$ cat src/rtl/reclk_cfg_pkg.sv
// Constants, field positions and carrier types for the reclocker configuration bank.
// Assumes an 8-bit register port from a serial front end on the same clock.
package reclk_cfg_pkg;
	localparam int         ADDR_W             = 8;
	localparam int         DATA_W             = 8;
	localparam int         NUM_INPUTS         = 4;
	localparam logic [7:0] ADDR_SIGNAL_LOSS   = 8'h06;
	localparam logic [7:0] ADDR_INPUT_MUX     = 8'h07;
	localparam logic [7:0] ADDR_FIRST_OUT     = 8'h09;
	localparam logic [7:0] ADDR_SECOND_DE     = 8'h0a;
	localparam logic [7:0] ADDR_SECOND_CTRL   = 8'h0c;
	localparam logic [7:0] ADDR_ALARM_CLEAR   = 8'h85;
	localparam int         THRESH_LSB         = 5;
	localparam int         MUTE_DIS_BIT       = 3;
	localparam int         CLK_EN_BIT         = 0;
	localparam int         SWING_LSB          = 2;
	localparam int         FIRST_DE_LSB       = 0;
	localparam int         SECOND_DE_LSB      = 4;
	localparam int         SECOND_EN_BIT      = 2;
	localparam int         ALARM_CLEAR_BIT    = 0;
	localparam logic [7:0] RST_SIGNAL_LOSS    = 8'h00;
	localparam logic [7:0] RST_INPUT_MUX      = 8'h00;
	localparam logic [7:0] RST_FIRST_OUT      = 8'h00;
	localparam logic [7:0] RST_SECOND_DE      = 8'h00;
	localparam logic [7:0] RST_SECOND_CTRL    = 8'h00;
	localparam logic [7:0] RST_ALARM_CLEAR    = 8'h00;
	localparam logic [1:0] LEVEL_0DB          = 2'h0;
	localparam logic [1:0] LEVEL_2DB          = 2'h1;
	localparam logic [1:0] LEVEL_4DB          = 2'h2;
	localparam logic [1:0] LEVEL_6DB          = 2'h3;

	typedef enum logic [2:0] {
		PIN_LOW   = 3'b001,
		PIN_FLOAT = 3'b010,
		PIN_HIGH  = 3'b100
	} tri_level_t;

	typedef enum logic [2:0] {
		MODE_HARDWARE = 3'b001,
		MODE_SERIAL   = 3'b010,
		MODE_EEPROM   = 3'b100
	} control_mode_t;

	// Three-level pin detector: is_high, is_low (neither means floating)
	typedef struct packed {
		logic is_high;
		logic is_low;
	} tri_pin_t;

	typedef struct packed {
		logic       second_enable;
		logic       clock_on_second;
		logic [1:0] first_swing;
		logic [1:0] second_swing;
		logic [1:0] first_deemphasis;
		logic [1:0] second_deemphasis;
		logic [1:0] input_equalizer;
		logic       retimer_bypass;
		logic       outputs_disabled;
		logic [1:0] input_select;
	} output_cfg_t;
endpackage

$ cat src/rtl/reclk_cfg.sv
// Register bank and strap decode for a four-input reclocker control core.
// Assumes the serial front end delivers one-cycle write/read strobes on i_ref_clk,
// and that the three-level pin detectors are asynchronous, hence synchronised here.

module reclk_cfg
	import reclk_cfg_pkg::*;
(
	input  wire logic                    i_ref_clk,
	input  wire logic                    i_reset_n,
	input  wire logic                    i_wr_en,
	input  wire logic                    i_rd_en,
	input  wire logic [ADDR_W-1:0]       i_addr,
	input  wire logic [DATA_W-1:0]       i_wdata,
	input  wire logic                    i_eeprom_enter,
	input  wire logic [NUM_INPUTS-1:0]   i_below_threshold,
	input  wire logic [NUM_INPUTS-1:0]   i_input_powered,
	input  wire tri_pin_t                i_mode_sel_pin,
	input  wire tri_pin_t                i_second_output_or_clock_pin,
	input  wire tri_pin_t                i_input_equalizer_pin,
	input  wire tri_pin_t                i_output_emphasis_pin,
	input  wire tri_pin_t                i_retimer_skip_pin,
	input  wire tri_pin_t                i_output_disable_pin,
	output logic [DATA_W-1:0]            o_rdata,
	output logic                         o_rvalid,
	output logic [2:0]                   o_signal_loss_threshold,
	output logic [NUM_INPUTS-1:0]        o_signal_loss,
	output logic [NUM_INPUTS-1:0]        o_input_mute,
	output logic                         o_alarm_output_pin,
	output control_mode_t                o_control_mode,
	output output_cfg_t                  o_output_cfg
);

	// Synchronisers for the three-level detectors: six pins, two bits each
	localparam int NPIN = 6;
	logic [2*NPIN-1:0] pin_meta_reg;
	logic [2*NPIN-1:0] pin_sync_reg;
	logic [NUM_INPUTS-1:0] below_meta_reg;
	logic [NUM_INPUTS-1:0] below_sync_reg;
	logic [NUM_INPUTS-1:0] powered_meta_reg;
	logic [NUM_INPUTS-1:0] powered_sync_reg;

	logic [7:0] signal_loss_config_reg;
	logic [7:0] input_mux_reg;
	logic [7:0] first_output_control_reg;
	logic [7:0] second_output_deemphasis_reg;
	logic [7:0] second_output_control_reg;
	logic [7:0] alarm_clear_reg;
	logic [NUM_INPUTS-1:0] signal_loss_reg;
	logic [NUM_INPUTS-1:0] signal_loss_next;
	logic       eeprom_mode_reg;
	logic       clear_pulse;
	control_mode_t mode_next;

	tri_level_t mode_lvl;
	tri_level_t second_lvl;
	tri_level_t eq_lvl;
	tri_level_t de_lvl;
	tri_level_t skip_lvl;
	tri_level_t dis_lvl;

	function automatic tri_level_t decode_tri(input logic [1:0] hl);
		if (hl[1])
			decode_tri = PIN_HIGH;
		else if (hl[0])
			decode_tri = PIN_LOW;
		else
			decode_tri = PIN_FLOAT;
	endfunction

	always_ff @(posedge i_ref_clk) begin
		if (!i_reset_n) begin
			pin_meta_reg     <= '0;
			pin_sync_reg     <= '0;
			below_meta_reg   <= '0;
			below_sync_reg   <= '0;
			powered_meta_reg <= '0;
			powered_sync_reg <= '0;
		end else begin
			pin_meta_reg     <= {i_mode_sel_pin, i_second_output_or_clock_pin,
				i_input_equalizer_pin, i_output_emphasis_pin,
				i_retimer_skip_pin, i_output_disable_pin};
			pin_sync_reg     <= pin_meta_reg;
			below_meta_reg   <= i_below_threshold;
			below_sync_reg   <= below_meta_reg;
			powered_meta_reg <= i_input_powered;
			powered_sync_reg <= powered_meta_reg;
		end
	end

	assign mode_lvl   = decode_tri(pin_sync_reg[11:10]);
	assign second_lvl = decode_tri(pin_sync_reg[9:8]);
	assign eq_lvl     = decode_tri(pin_sync_reg[7:6]);
	assign de_lvl     = decode_tri(pin_sync_reg[5:4]);
	assign skip_lvl   = decode_tri(pin_sync_reg[3:2]);
	assign dis_lvl    = decode_tri(pin_sync_reg[1:0]);

	// Register writes
	always_ff @(posedge i_ref_clk) begin
		if (!i_reset_n) begin
			signal_loss_config_reg       <= RST_SIGNAL_LOSS;
			input_mux_reg                <= RST_INPUT_MUX;
			first_output_control_reg     <= RST_FIRST_OUT;
			second_output_deemphasis_reg <= RST_SECOND_DE;
			second_output_control_reg    <= RST_SECOND_CTRL;
			alarm_clear_reg              <= RST_ALARM_CLEAR;
		end else if (i_wr_en) begin
			unique case (i_addr)
				ADDR_SIGNAL_LOSS: signal_loss_config_reg <= i_wdata;
				ADDR_INPUT_MUX:   input_mux_reg <= i_wdata;
				ADDR_FIRST_OUT:   first_output_control_reg <= i_wdata;
				ADDR_SECOND_DE:   second_output_deemphasis_reg <= i_wdata;
				ADDR_SECOND_CTRL: second_output_control_reg <= i_wdata;
				ADDR_ALARM_CLEAR: alarm_clear_reg <= i_wdata;
				default: ;
			endcase
		end
	end

	// Clear acts on the falling step of the clear bit, completing the one-then-zero sequence
	assign clear_pulse = i_wr_en && (i_addr == ADDR_ALARM_CLEAR)
		&& alarm_clear_reg[ALARM_CLEAR_BIT] && !i_wdata[ALARM_CLEAR_BIT];

	// Set wins over clear so a loss arriving during the clear write is kept
	always_comb begin
		signal_loss_next = signal_loss_reg;
		if (clear_pulse)
			signal_loss_next = '0;
		signal_loss_next = signal_loss_next | (below_sync_reg & powered_sync_reg);
	end

	always_ff @(posedge i_ref_clk) begin
		if (!i_reset_n)
			signal_loss_reg <= '0;
		else
			signal_loss_reg <= signal_loss_next;
	end

	// EEPROM mode is latched once entered from two-wire control; exits on reset or when the mode pin leaves low
	always_ff @(posedge i_ref_clk) begin
		if (!i_reset_n)
			eeprom_mode_reg <= 1'b0;
		else if (mode_lvl == PIN_LOW && i_eeprom_enter)
			eeprom_mode_reg <= 1'b1;
		else if (mode_lvl != PIN_LOW)
			eeprom_mode_reg <= 1'b0;
	end

	always_comb begin
		unique case (mode_lvl)
			PIN_FLOAT: mode_next = MODE_HARDWARE;
			PIN_HIGH:  mode_next = MODE_SERIAL;
			PIN_LOW:   mode_next = eeprom_mode_reg ? MODE_EEPROM : MODE_SERIAL;
			default:   mode_next = MODE_SERIAL;
		endcase
	end

	always_ff @(posedge i_ref_clk) begin
		if (!i_reset_n)
			o_control_mode <= MODE_SERIAL;
		else
			o_control_mode <= mode_next;
	end

	function automatic logic [1:0] hw_level(input tri_level_t lvl, input logic [1:0] mid);
		unique case (lvl)
			PIN_HIGH:  hw_level = LEVEL_6DB;
			PIN_FLOAT: hw_level = mid;
			default:   hw_level = LEVEL_0DB;
		endcase
	endfunction

	// Output configuration: swing, input select and threshold from registers in all modes; straps set the rest in hardware mode
	// In serial modes second enable, clock and de-emphasis come from registers; equalizer, bypass and disable are forced to zero
	always_ff @(posedge i_ref_clk) begin
		if (!i_reset_n) begin
			o_output_cfg            <= '0;
			o_signal_loss_threshold <= '0;
		end else begin
			o_signal_loss_threshold <= signal_loss_config_reg[THRESH_LSB +: 3];
			o_output_cfg.first_swing  <= first_output_control_reg[SWING_LSB +: 2];
			o_output_cfg.second_swing <= first_output_control_reg[SWING_LSB +: 2];
			o_output_cfg.input_select <= input_mux_reg[1:0];
			if (mode_next == MODE_HARDWARE) begin
				o_output_cfg.second_enable     <= second_lvl != PIN_LOW;
				o_output_cfg.clock_on_second   <= second_lvl == PIN_HIGH;
				o_output_cfg.first_deemphasis  <= hw_level(de_lvl, LEVEL_4DB);
				o_output_cfg.second_deemphasis <= hw_level(de_lvl, LEVEL_4DB);
				o_output_cfg.input_equalizer   <= hw_level(eq_lvl, LEVEL_2DB);
				o_output_cfg.retimer_bypass    <= skip_lvl == PIN_HIGH;
				o_output_cfg.outputs_disabled  <= dis_lvl == PIN_HIGH;
			end else begin
				o_output_cfg.second_enable     <= second_output_control_reg[SECOND_EN_BIT];
				o_output_cfg.clock_on_second   <= signal_loss_config_reg[CLK_EN_BIT];
				o_output_cfg.first_deemphasis  <= first_output_control_reg[FIRST_DE_LSB +: 2];
				o_output_cfg.second_deemphasis <=
					second_output_deemphasis_reg[SECOND_DE_LSB +: 2];
				o_output_cfg.input_equalizer   <= LEVEL_0DB;
				o_output_cfg.retimer_bypass    <= 1'b0;
				o_output_cfg.outputs_disabled  <= 1'b0;
			end
		end
	end

	// Alarm and mute outputs
	always_ff @(posedge i_ref_clk) begin
		if (!i_reset_n) begin
			o_signal_loss      <= '0;
			o_input_mute       <= '0;
			o_alarm_output_pin <= 1'b0;
		end else begin
			o_signal_loss      <= signal_loss_next;
			o_input_mute       <= signal_loss_config_reg[MUTE_DIS_BIT] ? '0 : signal_loss_next;
			o_alarm_output_pin <= (mode_next != MODE_HARDWARE) && (|signal_loss_next);
		end
	end

	// Read path: one cycle after the strobe; unmapped addresses read zero
	always_ff @(posedge i_ref_clk) begin
		if (!i_reset_n) begin
			o_rdata  <= '0;
			o_rvalid <= 1'b0;
		end else begin
			o_rvalid <= i_rd_en;
			if (i_rd_en) begin
				unique case (i_addr)
					ADDR_SIGNAL_LOSS: o_rdata <= signal_loss_config_reg;
					ADDR_INPUT_MUX:   o_rdata <= input_mux_reg;
					ADDR_FIRST_OUT:   o_rdata <= first_output_control_reg;
					ADDR_SECOND_DE:   o_rdata <= second_output_deemphasis_reg;
					ADDR_SECOND_CTRL: o_rdata <= second_output_control_reg;
					ADDR_ALARM_CLEAR: o_rdata <= {alarm_clear_reg[7:4], signal_loss_reg};
					default:          o_rdata <= '0;
				endcase
			end
		end
	end

endmodule // reclk_cfg

$ cat config.mk
export PLATFORM = sky130hd
export DESIGN_NAME = reclk_cfg
export DESIGN_NICKNAME = d
export VERILOG_FILES = /design/src/rtl/reclk_cfg_pkg.sv /design/src/rtl/reclk_cfg.sv
export SDC_FILE = /design/constraint.sdc
export NUM_CORES = 1
export LEC_CHECK = 0
export BUFFER_PORTS_ARGS = -buffer_cell sky130_fd_sc_hd__buf_2
export CORE_ASPECT_RATIO = 1.5
export CORE_MARGIN = 2
export CORE_UTILIZATION = 30
export CTS_CLUSTER_DIAMETER = 60
export DETAILED_ROUTE_END_ITERATION = 10
export GPL_TIMING_DRIVEN = 0
export MAX_ROUTING_LAYER = met4
export SYNTH_ARGS = -nofsm -noshare
export SYNTH_HDL_FRONTEND = slang
export SYNTH_SLANG_ARGS = --single-unit
$ cat constraint.sdc
create_clock -name i_ref_clk -period 1.85 [get_ports i_ref_clk]
set_input_delay 0.185 -clock i_ref_clk [delete_from_list [all_inputs] [get_ports i_ref_clk]]
set_output_delay 0.185 -clock i_ref_clk [all_outputs]
set_load 0.01 [all_outputs]
==> results.toml, run 1 <==
[status]
status = "finished clean"

[logic_synthesis]
synth_top_area_share = 0.553
synth-main-ff-cell = "dfxtp_1"
synth.distinct_cells = 37
yosysTopAreaCell = "dfxtp_1"
synth.top_cells.by_area = "dfxtp_1 55%, mux2i_1 8.7%, nor2b_1 6.6%, and2_1 6.3%, a22oi_1 3.8%"
synth-seq-cells = 120
synth.net_count = 453
yosys.cell_count.top_type = "dfxtp_1"
synth_area_per_cell_um2 = 10.6
synthesis.instances = 412
synth_area_um2 = 4350
synth_edf_count = 0
ys_seq_area_frac = 0.553
netlist_top_cells_count = "120 x dfxtp_1, 46 x nor2b_1, 44 x and2_1"
synthArstFlopShare = 0
yosysWarnings = 0

[route]
post_drt_wl_per_cell_um = 15.4
detail_route.vias_per_cell = 4.61
drc = 0
drt.antenna.violating_nets = 0
vias = 3355
drt_first_pass_iters = 5
wl_mm = 11.2
drt-initial-drc-count = 129

[finish]
diodes = 0
largest_reg_flops = 14
area_delta_synth_final_pct = 30.4
nets = 565
fin_cells = 727
post_route_cells_drive_above_1_share = 0.211
postLayoutCoreUtil = 0.401

[sta]
hold_viol_final = 0
finalSetupViolCount = 0
fin_crit_sh = 0.922
grt_setup_unrepaired = "no"
fin_skew_ns = 0.00605
max-slew-margin-rel = 0.537
fin_setup_tns_ns = 0
period_needed_ns = 1.70
drv_slew = 0
fmaxAchievable_mhz = 587
tightest_slew_ns = 0.692

[clocking]
cts.sinks = 120
clk_path_buf_depth = 2
worstSkewPairLatency_ns = 0.40
cts_root_buffer = "clkbuf_16"
cts-resized-gates = 0
cts.htree.levels = 4
numCtsBuffers = 17
clk_pin_slew_worst_paths_ns = 0.05
cts_tree = "built"

[place]
placed_cells = 679
port_buffers = 75
routabilityCongestion = 0.872
hpwl_mm = 7.89

[floorplanning]
rows = 53
fp.dieArea_um2 = 15500
initial_core_util = 0.308
die_width_um = 102
fp.dieH_um = 151
ioPinCount = 81
core_region_area_um2 = 14100

[worst_setup_path]
critPathArrivalTime_ns = 1.99
critical-path-top-delay-family = "simple AND/OR/NAND/NOR gates"
cp_num_buf_inv = 1
crit_fanout = 10
slowest_stage = "nand3_1"
cp-end-kind = "flop"
crit_required_ns = 2.14
cp-start-kind = "input pin"
path_class = "input pin to flop"
cp_cell_sequence = "buf_2 > nor4b_4 > nand3_1 > mux2i_1 > nor2b_1"
max_stage_delay_ns = 0.64

[pwr]
comb_power_share = 0.054
power_frac_seq = 0.455
p_sw_mw = 1.29
p_per_area_nw_per_um2 = 1040
swShare = 0.220
clkPwrFrac = 0.491
p_int_mw = 4.59
power.leakage_nw = 2.48
peakVddDrop_uv = 614

[grt]
grt_max_degree = 17
grt_pass1_wl_mm = 17.2
track_usage = 0.157
grt_pass1_vias = 3313
antenna_found_initial = 0
overflow = 0

[hold_path]
min_path_type = "input pin to flop"

[flow_run]
max-cap-violations = 0
layout make-up:
class	count	area (um^2)
Inverter	4	15.0
Sequential cell	120	2400
Fill cell	1420	8460
Multi-Input combinational cell	262	1820
Clock inverter	8	50.0
Buffer	26	111
Clock buffer	22	474
Timing Repair Buffer	93	556
Tap cell	192	240
routing by layer:
metal / wire length (um) / global-route usage / part of all wire
met5: 0 / - / 0
met2: 5750 / 0.264 / 0.51
met1: 4660 / 0.175 / 0.42
met4: 129 / 0.0613 / 0.012
met3: 665 / 0.0443 / 0.059
final timing paths:
path                                       start                        end  slack (ns)  cells past startpoint
worst min register to register   pin_sync_reg[6]            o_output_cfg[4]        0.40                      1
worst max-delay path                   i_addr[0]  signal_loss_config_reg[0]        0.15                      5
worst min-delay path              i_eeprom_enter            eeprom_mode_reg        0.03                      2
worst max register to register  pin_sync_reg[10]            o_output_cfg[6]        0.61                      3
power by group through the flow:
stage | combinational, mW | clock, mW | sequential [mW]
CTS | 0.320 | 2.94 | 2.68
detailed placement | 0.290 | 0 | 2.73
floorplan | 0.136 | 0 | 2.74
global route | 0.346 | 3.06 | 2.68
finish | 0.316 | 2.89 | 2.68
global placement | 0.285 | 0 | 2.73
logic make-up (layout without fill, tap and decap cells):
family,Yosys count,in the layout,synth area share
AND/OR/NAND/NOR,151,151,0.209
flip-flops,120,120,0.553
buffers and inverters,30,153,0.0291
AO/OA/AOI/OAI,73,73,0.122
multiplexers,38,38,0.0875
repair_timing:
action,4_1_cts,5_1_grt
hold buffers,18,0
endpoints found under the hold margin,18,0
buffers inserted,0,0
worst reg2reg max path, delay by kind of cell, from the launching register on:
kind,cells,cell delay (ns)
simple gates,2,0.61
flops,1,0.34
compound gates,1,0.20
layout by cell type (no fill, tap or decap), types with 10 or more instances in the layout:
cell type	netlist	final
nand3_1	10	10
nor2b_1	46	46
clkbuf_1	17	19
nand2_1	22	22
dfxtp_1	120	120
mux2i_1	38	38
dlygate4sd3_1	0	18
clkbuf_16	0	17
o21a_1	10	10
and2_1	44	44
buf_2	5	80
a22oi_1	22	22
metrics by stage:
stage	hold slack, ns	total power, mW	setup WS, ns	instance area [um^2]
6_report	0.0286	5.88	0.145	5670
5_1_grt	0.0138	6.09	0.0187	5670
4_1_cts	0.00235	5.93	0.130	5670
3_5_place_dp	0.394	3.02	-0.292	4960
3_3_place_gp	0.394	3.01	-0.254	4960
2_1_floorplan	0.312	2.87	0.279	4350
Note: power is estimated with default switching activity, not from simulation.
==> run 2: changes to the inputs <==
CORE_UTILIZATION = 50   (was 30)
PLACE_DENSITY = 0.73   (was not set)
==> run 2 against run 1 <==
  * Final cell count fell by 11%
  * Sequential power is essentially flat
  * Global-route usage rose by 8.2 points
  * Worst setup slack got worse by 0.081 ns
  * Critical endpoint is now signal_loss_config_reg[4]
  * Critical path depth did not move
  * Routed wire length down 7.5%
  * Clock skew increased by 0.0027 ns
  * Register-to-register slack barely moved
  * Largest power group unchanged
  * Final area is 0.33% higher
  * Via count is 2.3% higher
  * First-iteration DRC count rose by 49%
==> results.toml, run 2 (same netlist as run 1, synthesis figures left out) <==
[route]
detail_route.vias_per_cell = 5.32
post_drt_wl_per_cell_um = 16.1
wl_mm = 10.4
drt-initial-drc-count = 192
drt_first_pass_iters = 4
drt.antenna.violating_nets = 0
drc = 0
vias = 3432

[place]
port_buffers = 75
routabilityCongestion = 0.857
hpwl_mm = 7.05
placed_area_um2 = 4860
dpl_worst_slack_ns = -0.269

[worst_setup_path]
crit_required_ns = 2.14
cp-start-kind = "input pin"
path_class = "input pin to flop"
r2r_setup_slack_ns = 0.60
cp-end-kind = "flop"
crit_start = "i_addr[0]"
crit_fanout = 10
reg2regPathDepth = 3
rr_endpoint = "o_output_cfg[15]"
critPathArrivalTime_ns = 2.08
timing.rr.start = "pin_sync_reg[10]"

[clocking]
cts.sinks = 120
cts_tree = "built"
clk_pin_slew_worst_paths_ns = 0.05
worstSkewPairLatency_ns = 0.41
cts-resized-gates = 0
clk_path_buf_depth = 2
numCtsBuffers = 17
postCtsHoldBufs = 19
cts.htree.levels = 4
cts_root_buffer = "clkbuf_16"
postCtsSetupBuffers = 0

[grt]
antenna_found_initial = 0
track_usage = 0.239
grt_max_degree = 17
grt_pass1_wl_mm = 16.4
overflow = 0
grt_pass1_vias = 3451

[sta]
grt_setup_unrepaired = "no"
fin_crit_sh = 0.965
finalSetupViolCount = 0
max-slew-margin-rel = 0.527
hold_viol_final = 0
fin_setup_tns_ns = 0
setup_ws_ns = 0.0642
tightest_slew_ns = 0.708
fin_skew_ns = 0.00875
drv_slew = 0
period_needed_ns = 1.79
fmaxAchievable_mhz = 560

[pwr]
power_frac_seq = 0.411
peakVddDrop_uv = 1050
swShare = 0.193
clkPwrFrac = 0.541
comb_power_share = 0.048
power.leakage_nw = 2.55
p_sw_mw = 1.25
p_int_mw = 5.25
p_per_area_nw_per_um2 = 1140

[finish]
post_route_cells_drive_above_1_share = 0.208
mostFrequentLayoutCells = "120 x dfxtp_1, 80 x buf_2, 46 x nor2b_1"
nets = 566
diodes = 0
fin_area_um2 = 5690
final_common_cell = "dfxtp_1"
area_delta_synth_final_pct = 30.8
largest_reg_flops = 14

[floorplanning]
ioPinCount = 81
core_region_area_um2 = 8410
fp.dieArea_um2 = 9470
die_width_um = 80.1
rows = 41
initial_core_util = 0.517
fp.dieH_um = 118

[hold_path]
hold_path_depth = 3
hold_start = "i_wdata[2]"
hold_end = "first_output_control_reg[2]"
min_path_type = "input pin to flop"

[status]
status = "finished clean"

[flow_run]
max-cap-violations = 0
-- run 2: changes by cell type in the layout (fill, tap and decap cells not counted) --
cell / previous run / this run
bufinv_16: 0 / 5
clkbuf_1: 19 / 22
clkbuf_8: 3 / 2
clkinv_2: 4 / 2
clkinvlp_4: 4 / 1
dlygate4sd3_1: 18 / 19
-- run 2: area by class of cell --
class                           count  area [um^2]
Inverter                            4         15.0
Timing Repair Buffer               94          566
Clock inverter                      8          168
Sequential cell                   120         2400
Buffer                             26          111
Multi-Input combinational cell    262         1820
Tap cell                          107          134
Clock buffer                       24          472
Fill cell                         678         2730
-- run 2: through the flow --
stage / power (mW) / utilization / std cells / hold WS [ns]
after CTS: 6.56 / 0.676 / 645 / 0.0826
after floorplan: 2.87 / - / 412 / 0.312
after global routing: 6.72 / 0.676 / 645 / 0.0974
final: 6.51 / 0.676 / 645 / 0.0992
after detailed placement: 3.01 / 0.577 / 594 / 0.394
after global placement: 3.00 / 0.577 / 594 / 0.391
-- run 2: critical path, stage by stage --
cell and delay, ns:
buf_2 0.14, nor4b_4 0.64, nand3_1 0.70, mux2i_1 0.35, nor2b_1 0.07
-- run 2: worst max-delay path by stage --
stage | end | slack (ns) | depth (start not counted)
finish | signal_loss_config_reg[4] | 0.06 | 5
global route | signal_loss_config_reg[5] | 0.03 | 5
CTS | signal_loss_config_reg[4] | 0.15 | 5
detailed placement | signal_loss_config_reg[1] | -0.27 | 5
global placement | signal_loss_config_reg[3] | -0.25 | 5
floorplan | o_rdata[0] | 0.28 | 5
-- run 2: metal layers --
layer | track usage | routed length, um | vias to the layer above
li1 | - | - | 1656
met1 | 0.247 | 3970 | 1597
met2 | 0.413 | 5500 | 142
met3 | 0.0542 | 584 | 37
met4 | 0.126 | 314 | 0
met5 | - | 0 | -
-- run 2: power by group through the flow --
stage	Clock [mW]	Combinational, mW	Sequential, mW
2_1_floorplan	0	0.136	2.74
3_3_place_gp	0	0.278	2.73
3_5_place_dp	0	0.283	2.73
4_1_cts	3.57	0.315	2.68
5_1_grt	3.70	0.346	2.68
6_report	3.52	0.314	2.68
==> run 3: changes to the inputs <==
ABC_AREA = 1   (was not set)
CORE_MARGIN = 3   (was 2)
==> run 3 against run 2 <==
  * Core utilization rose by 0.65 points
  * Global-route usage rose by 0.44 points
  * Die area rose by 0.70%
  * Final cell count rose by 17%
  * Largest power group unchanged
  * Highest routed layer unchanged
==> results.toml, run 3 <==
[status]
status = "finished clean"

[finish]
largest_reg_flops = 14
final_common_cell = "dfxtp_1"
multi_input_area_um2 = 1280
post_route_cells_drive_above_1_share = 0.192
nets = 680
fill_cells = 668
diodes = 0
area_delta_synth_final_pct = 32.0
mostFrequentLayoutCells = "120 x dfxtp_1, 108 x inv_1, 82 x buf_2"
ff_latch_area_um2 = 2400

[sta]
finalSetupViolCount = 0
fin_setup_tns_ns = 0
grt_setup_unrepaired = "no"
fin_skew_ns = 0.00364
setup_ws_ns = 0.638
hold_ws_ns = 0.0394
hold_viol_final = 0
fin_crit_sh = 0.655
tightest_slew_ns = 0.695
max-slew-margin-rel = 0.536
period_needed_ns = 1.21
drv_slew = 0
fmaxAchievable_mhz = 825

[logic_synthesis]
synthesis.instances = 525
synth_area_um2 = 4190
ys_seq_area_frac = 0.573
synth_edf_count = 0
synth.top_cells.by_area = "dfxtp_1 57%, inv_1 9.7%, nand2_1 7.2%, o21ai_0 6.8%, a21oi_1 6.4%"
yosys.cell_count.top_type = "dfxtp_1"
yosysTopAreaCell = "dfxtp_1"
synth-seq-cells = 120
synthArstFlopShare = 0
synth.distinct_cells = 25
synth.net_count = 566
yosysWarnings = 0
synth_top_area_share = 0.573
netlist_top_cells_count = "120 x dfxtp_1, 108 x inv_1, 80 x nand2_1"
synth-main-ff-cell = "dfxtp_1"
synth_area_per_cell_um2 = 7.98

[place]
dpl_worst_slack_ns = 0.242
hpwl_mm = 7.27
port_buffers = 77
routabilityCongestion = 0.961

[worst_setup_path]
cp-start-kind = "input pin"
cp-end-kind = "flop"
crit_start = "i_addr[6]"
critPathArrivalTime_ns = 1.55
path_class = "input pin to flop"
timing.rr.start = "alarm_clear_reg[0]"
crit_fanout = 8
crit_required_ns = 2.19

[grt]
met3_usage = 0.0564
track_usage = 0.243
grt_pass1_vias = 3654
grt_max_degree = 17
grt_pass1_wl_mm = 17.1
gr-usage-met1 = 0.257
antenna_found_initial = 0
overflow = 0
grt-busiest-layer = "met2"
use_met2 = 0.428

[floorplanning]
initial_core_util = 0.517
core_region_area_um2 = 8110
rows = 40
die_width_um = 80.8
ioPinCount = 81
fp.dieArea_um2 = 9540
fp.dieH_um = 118

[clocking]
cts.htree.levels = 4
postCtsSetupBuffers = 0
cts-resized-gates = 0
cts_root_buffer = "clkbuf_16"
numCtsBuffers = 17
clk_pin_slew_worst_paths_ns = 0.05
clk_path_buf_depth = 2
cts.sinks = 120
postCtsHoldBufs = 18
cts_tree = "built"
worstSkewPairLatency_ns = 0.41

[route]
drt_first_pass_iters = 4
detail_route.vias_per_cell = 4.94
drt.antenna.violating_nets = 0
vias = 3739
wl_mm = 10.5
drt-initial-drc-count = 246
post_drt_wl_per_cell_um = 13.9
drc = 0

[pwr]
peakVddDrop_uv = 878
p_per_area_nw_per_um2 = 1180
power.leakage_nw = 2.61

[hold_path]
hold_start = "i_eeprom_enter"
min_path_type = "input pin to flop"

[flow_run]
max-cap-violations = 0
-- run 3: cell types whose count changed after synthesis, sizes merged, moves of 9 or more --
cell,change
inv,+106
nand2,+60
a21oi,+53
o21ai,+51
nor2b,-46
and2,-44
mux2i,-38
nor2,+38
a22oi,-22
o22ai,+20
a21boi,-10
o21a,-10
a31oi,-9
-- run 3: cell type report --
cell class | instances | share of cell area
Buffer | 20 | 0.0174
Clock buffer | 19 | 0.0801
Clock inverter | 13 | 0.0364
Inverter | 111 | 0.0753
Multi-Input combinational cell | 274 | 0.231
Sequential cell | 120 | 0.434
Tap cell | 105 | 0.0237
Timing Repair Buffer | 95 | 0.102
-- run 3: worst paths after layout --
check | to | slack (ns) | depth (start not counted)
max | o_rdata[5] | 0.64 | 8
min | eeprom_mode_reg | 0.04 | 3
max reg2reg | o_alarm_output_pin | 0.69 | 7
min reg2reg | o_output_cfg[4] | 0.40 | 1
-- run 3: layer usage --
| metal | part of all wire | vias up | routed length, um |
|---|---|---|---|
| met5 | 0 | - | 0 |
| met4 | 0.025 | 0 | 266 |
| met3 | 0.052 | 19 | 543 |
| met2 | 0.54 | 117 | 5700 |
| met1 | 0.38 | 1736 | 4010 |
| li1 | - | 1867 | - |
-- run 3: logic make-up (layout without fill, tap and decap cells) --
group	Yosys count	in the layout	share of synthesized area
buffers and inverters	131	258	0.122
AND/OR/NAND/NOR	137	137	0.133
AO/OA/AOI/OAI	137	137	0.172
flip-flops	120	120	0.573
-- run 3: through the flow --
stage,power [mW],util,area [um^2],std cells
after floorplan,2.87,-,4190,525
after global placement,2.99,0.581,4710,707
after detailed placement,3.00,0.581,4710,707
after CTS,6.57,0.682,5530,757
after global routing,6.73,0.682,5530,757
final,6.54,0.682,5530,757
-- run 3: power breakdown --
group / internal [mW] / leakage [nW] / total [mW] / switching, mW
clock network: 2.41 / 0.309 / 3.56 / 1.15
registers: 2.65 / 0.979 / 2.67 / 0.0195
logic: 0.121 / 1.32 / 0.304 / 0.182
-- run 3: worst max-delay path, cell delays in order --
cell     delay [ns]
buf_2          0.10
inv_1          0.06
nand2_1        0.11
nor2_2         0.20
nand2_1        0.26
o22ai_1        0.37
nor2_1         0.12
a21oi_1        0.14
